## src/logic/mis_pkg.sv

```systemverilog
// Shared constants and types for the instruction execution block.
package mis_pkg;
    localparam int PC_WIDTH = 10;
    localparam int ADDR_WIDTH = 6;
    localparam int MEM_WORDS = 64;
    localparam int STACK_DEPTH = 4;
    localparam int STACK_PTR_W = 2;
    localparam int WD_PRESCALE_W = 8;
    localparam int WD_COUNT_W = 8;
    localparam int CLK_PERIOD_NS = 50;
    localparam int CYCLE_CLOCKS = 4;
    localparam logic [1:0] LAST_PHASE = 2'(CYCLE_CLOCKS - 1);
    localparam logic [4:0] BCD_LIMIT = 5'h09;
    localparam logic [4:0] BCD_ADJUST = 5'h06;
    localparam logic [7:0] REG_MEM_TOP = 8'h3F;
    localparam logic [7:0] REG_STATUS = 8'h40;
    localparam logic [7:0] REG_ACC = 8'h41;
    localparam logic [7:0] REG_PC_LOW = 8'h42;
    localparam logic [7:0] REG_PC_HIGH = 8'h43;
    localparam logic [7:0] REG_WD_COUNT = 8'h44;
    localparam logic [7:0] REG_STACK_TOP = 8'h45;
    localparam logic [5:0] STATUS_WR_MASK = 6'h0F;
    localparam logic [ADDR_WIDTH-1:0] PCL_INDEX = 6'h02;
    localparam logic [7:0] ACC_RESET = 8'h00;
    localparam logic [PC_WIDTH-1:0] PC_RESET = 10'h000;
    localparam logic [5:0] FLAGS_RESET = 6'h00;

    typedef enum logic [4:0] {
        op_nop                   = 5'h00,
        op_conj_a_mem            = 5'h01,
        op_conj_a_imm            = 5'h02,
        op_conj_to_memory        = 5'h03,
        op_call                  = 5'h04,
        op_memory_byte_zero      = 5'h05,
        op_memory_bit_zero       = 5'h06,
        op_watchdog_clear        = 5'h07,
        op_watchdog_preclear_first  = 5'h08,
        op_watchdog_preclear_second = 5'h09,
        op_ones_complement_mem   = 5'h0A,
        op_ones_complement_to_a_reg = 5'h0B,
        op_decimal_adjust        = 5'h0C,
        op_count_down_mem        = 5'h0D,
        op_count_down_to_a_reg   = 5'h0E,
        op_count_up_mem          = 5'h0F,
        op_count_up_to_a_reg     = 5'h10,
        op_power_down            = 5'h11,
        op_jump_direct           = 5'h12,
        op_load_a_reg_from_mem   = 5'h13,
        op_store_a_reg_to_mem    = 5'h14,
        op_load_a_reg_immediate  = 5'h15
    } mis_op_type;

    typedef enum logic [1:0] {
        st_idle  = 2'b00,
        st_exec  = 2'b01,
        st_extra = 2'b10,
        st_halt  = 2'b11
    } mis_state_type;

    typedef struct packed {
        mis_op_type                op;
        logic [ADDR_WIDTH-1:0]     addr;
        logic [7:0]                imm;
        logic [2:0]                bit_sel;
        logic [PC_WIDTH-1:0]       target;
    } mis_instr_type;

    typedef struct packed {
        logic timeout_flag;
        logic power_down_flag;
        logic overflow_flag;
        logic zero;
        logic aux_carry_flag;
        logic carry;
    } mis_flags_type;

    typedef struct packed {
        logic [7:0] result;
        logic       write_mem;
        logic       write_acc;
        logic       upd_zero;
        logic       upd_carry;
        logic       carry;
    } mis_alu_out_type;
endpackage : mis_pkg

```

## src/logic/mis_core.sv

```systemverilog
// Instruction execution for the conjunction, call, clear, watchdog, adjust, count, jump and move group.
`timescale 1ns/10ps
module mis_core (
    // Clock and reset
    input  wire logic                              clk,
    input  wire logic                              reset,
    // Decoded instruction
    input  mis_pkg::mis_instr_type                 instr,
    input  wire logic                              instr_valid,
    output logic                                   instr_ready,
    // Register port
    input  wire logic [7:0]                        reg_addr,
    input  wire logic [7:0]                        reg_wdata,
    input  wire logic                              reg_wr,
    input  wire logic                              reg_rd,
    output logic [7:0]                             reg_rdata,
    // Wake-up pin
    input  wire logic                              wake_pin,
    // Core state
    output logic [mis_pkg::PC_WIDTH-1:0]           pc,
    output logic [7:0]                             acc,
    output mis_pkg::mis_flags_type                 flags,
    output logic                                   halted
);
    // Memory, stack and sequencer state.
    logic [7:0]                        mem [mis_pkg::MEM_WORDS];
    logic [mis_pkg::PC_WIDTH-1:0]      stack [mis_pkg::STACK_DEPTH];
    logic [mis_pkg::STACK_PTR_W-1:0]   stack_ptr;
    mis_pkg::mis_state_type            state;
    mis_pkg::mis_state_type            next_state;
    logic [1:0]                        phase;
    logic [1:0]                        next_phase;
    mis_pkg::mis_instr_type            cur;
    logic                              preclear_first_seen;
    logic                              preclear_second_seen;
    logic                              wake_s1;
    logic                              wake_s2;
    logic                              wake_s3;

    // Address decode, shared by the read and the write path.
    function automatic logic is_mem_addr(input logic [7:0] a);
        return a <= mis_pkg::REG_MEM_TOP;
    endfunction : is_mem_addr

    // Combinational terms.
    wire logic                         take;
    wire logic                         last;
    wire logic                         commit;
    wire logic [7:0]                   mem_rd;
    mis_pkg::mis_alu_out_type          alu_res;
    wire logic                         pcl_hit;
    wire logic                         is_branch;
    wire logic                         needs_extra;
    wire logic                         is_halt;
    wire logic                         pre_first;
    wire logic                         pre_second;
    wire logic                         pre_pair_done;
    wire logic                         wd_clear_op;
    wire logic                         wd_clear;
    wire logic [mis_pkg::WD_COUNT_W-1:0] wd_count;
    wire logic                         wd_expired;
    wire logic                         wake_level;
    wire logic                         wake;
    wire logic [mis_pkg::PC_WIDTH-1:0] pc_plus;
    wire logic [mis_pkg::PC_WIDTH-1:0] next_pc;
    wire logic                         bus_mem_wr;
    wire logic                         bus_acc_wr;
    wire logic                         bus_status_wr;
    wire logic [7:0]                   next_rdata;
    wire logic [mis_pkg::PC_WIDTH-1:0] stack_top;
    mis_pkg::mis_flags_type            next_flags;

    assign take    = instr_valid && instr_ready;
    assign last    = (phase == mis_pkg::LAST_PHASE);
    assign commit  = (state == mis_pkg::st_exec) && last;
    assign mem_rd  = mem[cur.addr];
    assign pc_plus = pc + 10'h001;

    mis_alu u_alu (
        .op        (cur.op),
        .bit_sel   (cur.bit_sel),
        .acc       (acc),
        .mem       (mem_rd),
        .imm       (cur.imm),
        .carry     (flags.carry),
        .aux_carry (flags.aux_carry_flag),
        .res       (alu_res)
    );

    mis_watchdog u_watchdog (
        .clk     (clk),
        .reset   (reset),
        .clear   (wd_clear),
        .count   (wd_count),
        .expired (wd_expired)
    );

    // A memory write that lands on the counter low byte reloads it and costs one more cycle.
    assign pcl_hit     = alu_res.write_mem && (cur.addr == mis_pkg::PCL_INDEX);
    assign is_branch   = (cur.op == mis_pkg::op_call) || (cur.op == mis_pkg::op_jump_direct);
    assign needs_extra = pcl_hit || is_branch;
    assign is_halt     = (cur.op == mis_pkg::op_power_down);

    // Pre-clear pairing: either order completes the pair.
    assign pre_first     = commit && (cur.op == mis_pkg::op_watchdog_preclear_first);
    assign pre_second    = commit && (cur.op == mis_pkg::op_watchdog_preclear_second);
    assign pre_pair_done = (pre_first && preclear_second_seen) || (pre_second && preclear_first_seen);
    assign wd_clear_op   = commit && (cur.op == mis_pkg::op_watchdog_clear);
    assign wd_clear      = wd_clear_op || pre_pair_done || (commit && is_halt);

    // Only the second and third stages are looked at, so a metastable first stage never leaks.
    assign wake_level = wake_s2 && wake_s3;
    assign wake       = wake_level || wd_expired;

    // Next program counter at the end of the instruction.
    assign next_pc = is_branch ? cur.target :
                     pcl_hit ? {pc[mis_pkg::PC_WIDTH-1:8], alu_res.result} :
                     pc_plus;

    // Sequencer: one instruction cycle is four clocks, branches and counter reloads take two.
    always_comb begin
        next_state = state;
        case (state)
            mis_pkg::st_idle: begin
                if (take) begin
                    next_state = mis_pkg::st_exec;
                end
            end
            mis_pkg::st_exec: begin
                if (last) begin
                    if (is_halt) begin
                        next_state = mis_pkg::st_halt;
                    end else if (needs_extra) begin
                        next_state = mis_pkg::st_extra;
                    end else begin
                        next_state = mis_pkg::st_idle;
                    end
                end
            end
            mis_pkg::st_extra: begin
                if (last) begin
                    next_state = mis_pkg::st_idle;
                end
            end
            mis_pkg::st_halt: begin
                if (wake) begin
                    next_state = mis_pkg::st_idle;
                end
            end
            default: begin
                next_state = mis_pkg::st_idle;
            end
        endcase
    end

    assign next_phase = (next_state != state) ? 2'h0 : phase + 2'h1;

    // Flags: every flag not named by the operation holds its value.
    always_comb begin
        next_flags = flags;
        if (commit) begin
            if (alu_res.upd_zero) begin
                next_flags.zero = (alu_res.result == 8'h00);
            end
            if (alu_res.upd_carry) begin
                next_flags.carry = alu_res.carry;
            end
            if (wd_clear_op || pre_pair_done) begin
                next_flags.timeout_flag    = 1'b0;
                next_flags.power_down_flag = 1'b0;
            end
            if (is_halt) begin
                next_flags.power_down_flag = 1'b1;
                next_flags.timeout_flag    = 1'b0;
            end
        end else if (bus_status_wr) begin
            next_flags = (flags & ~mis_pkg::STATUS_WR_MASK) | (reg_wdata[5:0] & mis_pkg::STATUS_WR_MASK);
        end
        // A watchdog expiry in the same cycle as a clear is not lost.
        if (wd_expired) begin
            next_flags.timeout_flag = 1'b1;
        end
    end

    // Register port decode; the execution write wins over a same-cycle software write.
    assign bus_mem_wr    = reg_wr && is_mem_addr(reg_addr);
    assign bus_acc_wr    = reg_wr && (reg_addr == mis_pkg::REG_ACC);
    assign bus_status_wr = reg_wr && (reg_addr == mis_pkg::REG_STATUS);
    // The stack top low byte is readable so that software can see the low byte of what the last call pushed.
    assign stack_top     = stack[stack_ptr - 2'h1];
    assign next_rdata    = !reg_rd ? 8'h00 :
                           is_mem_addr(reg_addr) ? mem[reg_addr[mis_pkg::ADDR_WIDTH-1:0]] :
                           (reg_addr == mis_pkg::REG_STATUS) ? {2'h0, flags} :
                           (reg_addr == mis_pkg::REG_ACC) ? acc :
                           (reg_addr == mis_pkg::REG_PC_LOW) ? pc[7:0] :
                           (reg_addr == mis_pkg::REG_PC_HIGH) ? {6'h00, pc[mis_pkg::PC_WIDTH-1:8]} :
                           (reg_addr == mis_pkg::REG_WD_COUNT) ? wd_count :
                           (reg_addr == mis_pkg::REG_STACK_TOP) ? stack_top[7:0] :
                           8'h00;

    // Sequencer registers.
    always_ff @(posedge clk) begin
        if (reset) begin
            state       <= mis_pkg::st_idle;
            phase       <= 2'h0;
            instr_ready <= 1'b1;
            halted      <= 1'b0;
        end else begin
            state       <= next_state;
            phase       <= next_phase;
            instr_ready <= (next_state == mis_pkg::st_idle);
            halted      <= (next_state == mis_pkg::st_halt);
        end
    end

    // Instruction latch.
    always_ff @(posedge clk) begin
        if (reset) begin
            cur <= '0;
        end else if (take) begin
            cur <= instr;
        end
    end

    // Wake pin synchroniser.
    always_ff @(posedge clk) begin
        if (reset) begin
            wake_s1 <= 1'b0;
            wake_s2 <= 1'b0;
            wake_s3 <= 1'b0;
        end else begin
            wake_s1 <= wake_pin;
            wake_s2 <= wake_s1;
            wake_s3 <= wake_s2;
        end
    end

    // Program counter and stack.
    always_ff @(posedge clk) begin
        if (reset) begin
            pc        <= mis_pkg::PC_RESET;
            stack_ptr <= '0;
        end else if (commit) begin
            pc <= next_pc;
            if (cur.op == mis_pkg::op_call) begin
                stack_ptr <= stack_ptr + 2'h1;
            end
        end
    end

    always_ff @(posedge clk) begin
        if (commit && (cur.op == mis_pkg::op_call)) begin
            stack[stack_ptr] <= pc_plus;
        end
    end

    // Accumulator and flags.
    always_ff @(posedge clk) begin
        if (reset) begin
            acc   <= mis_pkg::ACC_RESET;
            flags <= mis_pkg::FLAGS_RESET;
        end else begin
            flags <= next_flags;
            if (commit && alu_res.write_acc) begin
                acc <= alu_res.result;
            end else if (bus_acc_wr) begin
                acc <= reg_wdata;
            end
        end
    end

    // Pre-clear memory; a full clear or power-down also ends a half-done pair.
    always_ff @(posedge clk) begin
        if (reset || pre_pair_done || wd_clear_op || (commit && is_halt)) begin
            preclear_first_seen  <= 1'b0;
            preclear_second_seen <= 1'b0;
        end else begin
            preclear_first_seen  <= preclear_first_seen || pre_first;
            preclear_second_seen <= preclear_second_seen || pre_second;
        end
    end

    // Data memory keeps its contents through reset and power-down.
    always_ff @(posedge clk) begin
        if (commit && alu_res.write_mem) begin
            mem[cur.addr] <= alu_res.result;
        end else if (bus_mem_wr) begin
            mem[reg_addr[mis_pkg::ADDR_WIDTH-1:0]] <= reg_wdata;
        end
    end

    // Read data stands for exactly one cycle after the strobe.
    always_ff @(posedge clk) begin
        if (reset) begin
            reg_rdata <= 8'h00;
        end else begin
            reg_rdata <= next_rdata;
        end
    end
endmodule : mis_core

```

## src/logic/mis_alu.sv

```systemverilog
// Data path for the conjunction, complement, adjust, count and move operations.
`timescale 1ns/10ps
module mis_alu (
    // Operation
    input  mis_pkg::mis_op_type      op,
    input  wire logic [2:0]          bit_sel,
    // Operands
    input  wire logic [7:0]          acc,
    input  wire logic [7:0]          mem,
    input  wire logic [7:0]          imm,
    input  wire logic                carry,
    input  wire logic                aux_carry,
    // Result
    output mis_pkg::mis_alu_out_type res
);
    logic [4:0] low_sum;
    logic       adj_low;
    logic [4:0] high_base;
    logic       adj_high;
    logic [4:0] high_sum;
    logic [7:0] bit_mask;

    assign adj_low   = ({1'b0, acc[3:0]} > mis_pkg::BCD_LIMIT) || aux_carry;
    assign low_sum   = adj_low ? {1'b0, acc[3:0]} + mis_pkg::BCD_ADJUST : {1'b0, acc[3:0]};
    assign high_base = {1'b0, acc[7:4]} + {4'h0, low_sum[4]};
    assign adj_high  = (high_base > mis_pkg::BCD_LIMIT) || carry;
    assign high_sum  = adj_high ? high_base + mis_pkg::BCD_ADJUST : high_base;
    assign bit_mask  = ~(8'h01 << bit_sel);

    always_comb begin
        res = '0;
        case (op)
            mis_pkg::op_conj_a_mem: begin
                res = '{acc & mem, 1'b0, 1'b1, 1'b1, 1'b0, 1'b0};
            end
            mis_pkg::op_conj_a_imm: begin
                res = '{acc & imm, 1'b0, 1'b1, 1'b1, 1'b0, 1'b0};
            end
            mis_pkg::op_conj_to_memory: begin
                res = '{acc & mem, 1'b1, 1'b0, 1'b1, 1'b0, 1'b0};
            end
            mis_pkg::op_memory_byte_zero: begin
                res = '{8'h00, 1'b1, 1'b0, 1'b0, 1'b0, 1'b0};
            end
            mis_pkg::op_memory_bit_zero: begin
                res = '{mem & bit_mask, 1'b1, 1'b0, 1'b0, 1'b0, 1'b0};
            end
            mis_pkg::op_ones_complement_mem: begin
                res = '{~mem, 1'b1, 1'b0, 1'b1, 1'b0, 1'b0};
            end
            mis_pkg::op_ones_complement_to_a_reg: begin
                res = '{~mem, 1'b0, 1'b1, 1'b1, 1'b0, 1'b0};
            end
            mis_pkg::op_decimal_adjust: begin
                res = '{{high_sum[3:0], low_sum[3:0]}, 1'b1, 1'b0, 1'b0, 1'b1, adj_high};
            end
            mis_pkg::op_count_down_mem: begin
                res = '{mem - 8'h01, 1'b1, 1'b0, 1'b1, 1'b0, 1'b0};
            end
            mis_pkg::op_count_up_mem: begin
                res = '{mem + 8'h01, 1'b1, 1'b0, 1'b1, 1'b0, 1'b0};
            end
            mis_pkg::op_count_down_to_a_reg: begin
                res = '{mem - 8'h01, 1'b0, 1'b1, 1'b1, 1'b0, 1'b0};
            end
            mis_pkg::op_count_up_to_a_reg: begin
                res = '{mem + 8'h01, 1'b0, 1'b1, 1'b1, 1'b0, 1'b0};
            end
            mis_pkg::op_load_a_reg_from_mem: begin
                res = '{mem, 1'b0, 1'b1, 1'b0, 1'b0, 1'b0};
            end
            mis_pkg::op_load_a_reg_immediate: begin
                res = '{imm, 1'b0, 1'b1, 1'b0, 1'b0, 1'b0};
            end
            mis_pkg::op_store_a_reg_to_mem: begin
                res = '{acc, 1'b1, 1'b0, 1'b0, 1'b0, 1'b0};
            end
            default: begin
                res = '0;
            end
        endcase
    end
endmodule : mis_alu

```

## src/logic/mis_watchdog.sv

```systemverilog
// Watchdog counter with its prescaler and a synchronous clear.
`timescale 1ns/10ps
module mis_watchdog (
    // Clock and reset
    input  wire logic                              clk,
    input  wire logic                              reset,
    // Control
    input  wire logic                              clear,
    // State
    output logic [mis_pkg::WD_COUNT_W-1:0]         count,
    output logic                                   expired
);
    logic [mis_pkg::WD_PRESCALE_W-1:0] prescale;
    logic                              tick;
    logic                              wrap;

    assign tick = &prescale;
    assign wrap = tick && (&count);

    always_ff @(posedge clk) begin
        if (reset || clear) begin
            prescale <= '0;
            count    <= '0;
            expired  <= 1'b0;
        end else begin
            prescale <= prescale + 1'b1;
            count    <= tick ? count + 1'b1 : count;
            expired  <= wrap;
        end
    end
endmodule : mis_watchdog

```

## config.mk

```make
export PLATFORM = sky130hd
export DESIGN_NAME = mis_core
export DESIGN_NICKNAME = d
export VERILOG_FILES = /design/src/logic/mis_pkg.sv /design/src/logic/mis_core.sv /design/src/logic/mis_alu.sv /design/src/logic/mis_watchdog.sv
export SDC_FILE = /design/constraint.sdc
export NUM_CORES = 1
export LEC_CHECK = 0
export BUFFER_PORTS_ARGS = -buffer_cell sky130_fd_sc_hd__buf_2
export CORE_MARGIN = 3
export CORE_UTILIZATION = 38
export DETAILED_ROUTE_END_ITERATION = 6
export PLACE_DENSITY = 0.61
export SLEW_MARGIN = 20
export SYNTH_ARGS = -nofsm -noshare
export SYNTH_HDL_FRONTEND = slang
export SYNTH_SLANG_ARGS = --single-unit
```

## constraint.sdc

```tcl
create_clock -name clk -period 11.1 [get_ports clk]
set_input_delay 1.665 -clock clk [delete_from_list [all_inputs] [get_ports clk]]
set_output_delay 1.665 -clock clk [all_outputs]
set_load 0.05 [all_outputs]
```

==> qor.csv <==
stage;metric;value;unit
timing;final hold viol count;0;
synth;top-area cell type share of the netlist area;0.520;
global_route;largest net degree at the start of global routing;69;
place;gpl congestion;0.926;
timing;fin worst setup slack;4700;ps
die;Core Area;0.0812;mm²
global_route;number of global-route vias before repair;19800;
route;drt first pass iters;5;
synth;Post-Syn Nets;2139;
timing;final worst path period share;0.577;
setup_path;Worst Setup Start Kind;flop;
cts;CTS tree;built;
synth;Post-Syn Area;0.0314;mm²
status;outcome;finished, final reports clean;
place;dpl ws;5000;ps
synth;Most used DFF post-synth;edfxtp_1;
power_and_ir_drop;Comb power frac;0.166;
place;DP HPWL;65.7;mm
synth;Gate Count Post-Synth;2071;
die;Initial Util;0.387;
power_and_ir_drop;Sw Share;0.277;
power_and_ir_drop;Clk network pwr share;0.367;
synth;Async S/R FF share, synth;0;
global_route;initial antenna violation count;2;
cts;total CTS buffers;67;
synth;Synth Register Bits;644;
timing;FMAX;0.156;GHz
worst_hold_path;worst hold-check path type;reg -> reg;
place;Port Buffers;87;
cts;Clock Path Buffers;3;
finish;Total Nets Final;2193;
synth;largest area contributor in the netlist;edfxtp_1;
route;final wirelength;97.8;mm
power_and_ir_drop;switching power;1700;µW
finish;Fillers;7245;
finish;final instance area;0.0350;mm²
cts;clk root buf;clkbuf_16;
setup_path;crit-path max cell delay;850;ps
route;1st-iter DRT viols;2403;
setup_path;slowest cell on the critical path;buf_4;
timing;final setup vio count;0;
setup_path;top cell family by delay on the critical path;buffers and inverters;
setup_path;Crit path top cell by count;buf_4;
power_and_ir_drop;Peak VDD IR;0.000103;V
die;die width;294;µm
setup_path;critical path buffer and inverter count;3;
cts;post-cts hold buffer count;0;
die;num ports;88;
place;number of placed cells counting well taps;3116;
route;Vias;20400;
setup_path;Worst Path Max Fanout;64;
setup_path;type of the worst setup path;reg -> reg;
timing;minimum clock period;6400;ps
synth;sequential cell area fraction in the yosys report;0.584;
timing;slew of the pin with the lowest slew margin;1280;ps
timing;RSZ-0062 raised after global routing;false;
power_and_ir_drop;Flop pwr share;0.468;
power_and_ir_drop;leakage;0.0111;µW
global_route;total grt overflow;0;
power_and_ir_drop;Pint;4430;µW
synth;Post-synth top cells;544 x edfxtp_1, 260 x mux4_2, 182 x nand2_1;
cts;Skew-Pair Late Insertion Delay;620;ps
setup_path;crit-path cells;buf_4 -> buf_4 -> mux2i_1 -> a22oi_1 -> a21oi_1 -> nor4_1 -> a22oi_1 -> or3b_1 -> nor3_1 -> o211ai_1 -> a221oi_1 -> a21oi_4 -> buf_4;
synth;number of synthesized flops with an enable pin;544;
finish;synth-to-layout area growth;11.4;%
timing;Slew Viols, Final;0;
synth;count leader, synth;edfxtp_1;
global_route;first-pass GRT wire length;141;mm
cts;clk slew on worst S/H paths;60;ps
finish;FF+latch area;0.0183;mm²
finish;share of cells above drive strength 1;0.250;
die;FP Rows;104;
die;chip height;294;µm
setup_path;arrival time worst endpoint;6660;ps
synth;largest cells by area after synthesis;edfxtp_1 52%, mux4_2 19%, dfxtp_1 6.4%, mux2i_1 3.1%, nand2_1 2.2%;
die;die area;0.0862;mm²
setup_path;critical path endpoint category;flop;
cts;H-tree Lvls;3;
cts;TritonCTS Sinks;644;
power_and_ir_drop;power per cell area;175;mW/mm²
run;max_cap viols;0;
route;post-route ant nets;0;
synth;Avg Cell Area, Syn;15.2;µm²
finish;non-filler cells, final;3240;
route;drc violations;0;
synth;Yosys warnings;0;
setup_path;data required time at the worst endpoint;11360;ps
cts;# resized after CTS;0;
timing;worst relative slew slack;0.143;
timing;worst clock skew;20.8;ps
finish;multi-input logic area;0.0123;mm²
route;WL per Instance;30.2;µm
global_route;GRT Overall Usage;0.224;
synth;number of library cell types mapped by synthesis;86;
route;vias per inst;6.30;
timing;setup TNS;0;ps
cts;post-CTS setup buffers;0;
place;Area after DPL;0.0328;mm²
metal layers:
layer  wire (µm)  vias to the layer above  global-route usage
li1            -                     8448                   -
met1       38500                    10500               0.308
met2       44700                     1243               0.347
met3        9810                      224              0.0472
met4        4870                        0              0.0987
met5           0                        -                   0
final cells by class:
class,instances,area share
diodes,3,0.000214
repair buffers,126,0.0213
clock buffers,86,0.0523
clock inverters,35,0.00951
inverters,25,0.00275
well taps,1060,0.0379
multi-input cells,1261,0.352
flip-flops and latches,644,0.524
state kept, by name (all words and copies together), names as in the netlist, named ones only:
register and cells:
acc 8, halted 1, reg_rdata 8, phase 2, state 2, stack_ptr 2, cur 32, flags 6
u_watchdog.prescale 8, pc 10, instr_ready 1, mem 512, u_watchdog.count 8, preclear_first_seen 1, stack 32, wake_s3 1
wake_s2 1, wake_s1 1, preclear_second_seen 1, u_watchdog.expired 1
power groups by stage:
| stage | logic (µW) | clock network [µW] | registers, µW |
|---|---|---|---|
| final | 1010 | 2250 | 2870 |
| after global routing | 1070 | 2380 | 2870 |
| after CTS | 1000 | 2280 | 2860 |
| after detailed placement | 1000 | 0 | 2910 |
| after global placement | 977 | 0 | 2910 |
| after floorplan | 665 | 0 | 2900 |
cells by family (layout without fill, tap and decap cells):
family	after synthesis	in the layout	synth area share
adders and majority gates	15	15	0.00589
and+or+nand+nor	545	545	0.0793
xor gates and xnor gates	32	32	0.00892
muxes	377	377	0.229
AOI/OAI and AO/OA	292	292	0.0643
buffers and inverters	166	272	0.0287
other	0	3	0
DFF	644	644	0.584
cells in the final DEF, fill, tap and decap left out, types with 11 or more instances in the layout:
master | Yosys | final
a211oi_1 | 12 | 12
a21oi_1 | 85 | 82
a221oi_1 | 13 | 13
a22oi_1 | 39 | 39
a31oi_1 | 12 | 11
and2_1 | 11 | 11
buf_2 | 8 | 85
buf_4 | 18 | 39
clkbuf_1 | 70 | 14
clkbuf_16 | 0 | 70
clkinv_1 | 2 | 12
clkinv_2 | 0 | 12
dfxtp_1 | 100 | 97
edfxtp_1 | 544 | 544
ha_1 | 14 | 14
inv_1 | 21 | 21
mux2i_1 | 97 | 97
mux4_2 | 260 | 260
nand2_1 | 182 | 181
nand2b_1 | 14 | 14
nand3_1 | 48 | 48
nand4_1 | 11 | 11
nor2_1 | 179 | 155
nor2_2 | 0 | 20
nor2b_1 | 19 | 19
nor3_1 | 26 | 26
o21ai_0 | 35 | 35
o22ai_1 | 11 | 11
xnor2_1 | 18 | 18
xor2_1 | 14 | 14
worst paths after layout:
path / to / startpoint / depth (start not counted) / slack (ps)
max reg2reg: mem[61][6]$_DFFE_PP_ / flop / 13 / 4700
min reg2reg: phase[0]$_SDFF_PP0_ / phase[0]$_SDFF_PP0_ / 1 / 430
max: mem[61][6]$_DFFE_PP_ / flop / 13 / 4700
min: phase[0]$_SDFF_PP0_ / phase[0]$_SDFF_PP0_ / 1 / 430
stage by stage:
stage | hold WS, ps | total power [µW] | utilization
floorplan | 397 | 3560 | -
global placement | 409 | 3890 | 0.404
detailed placement | 433 | 3910 | 0.404
CTS | 441 | 6150 | 0.431
global route | 460 | 6320 | 0.431
finish | 435 | 6130 | 0.431
No activity file was read; power rests on OpenSTA's default activity.
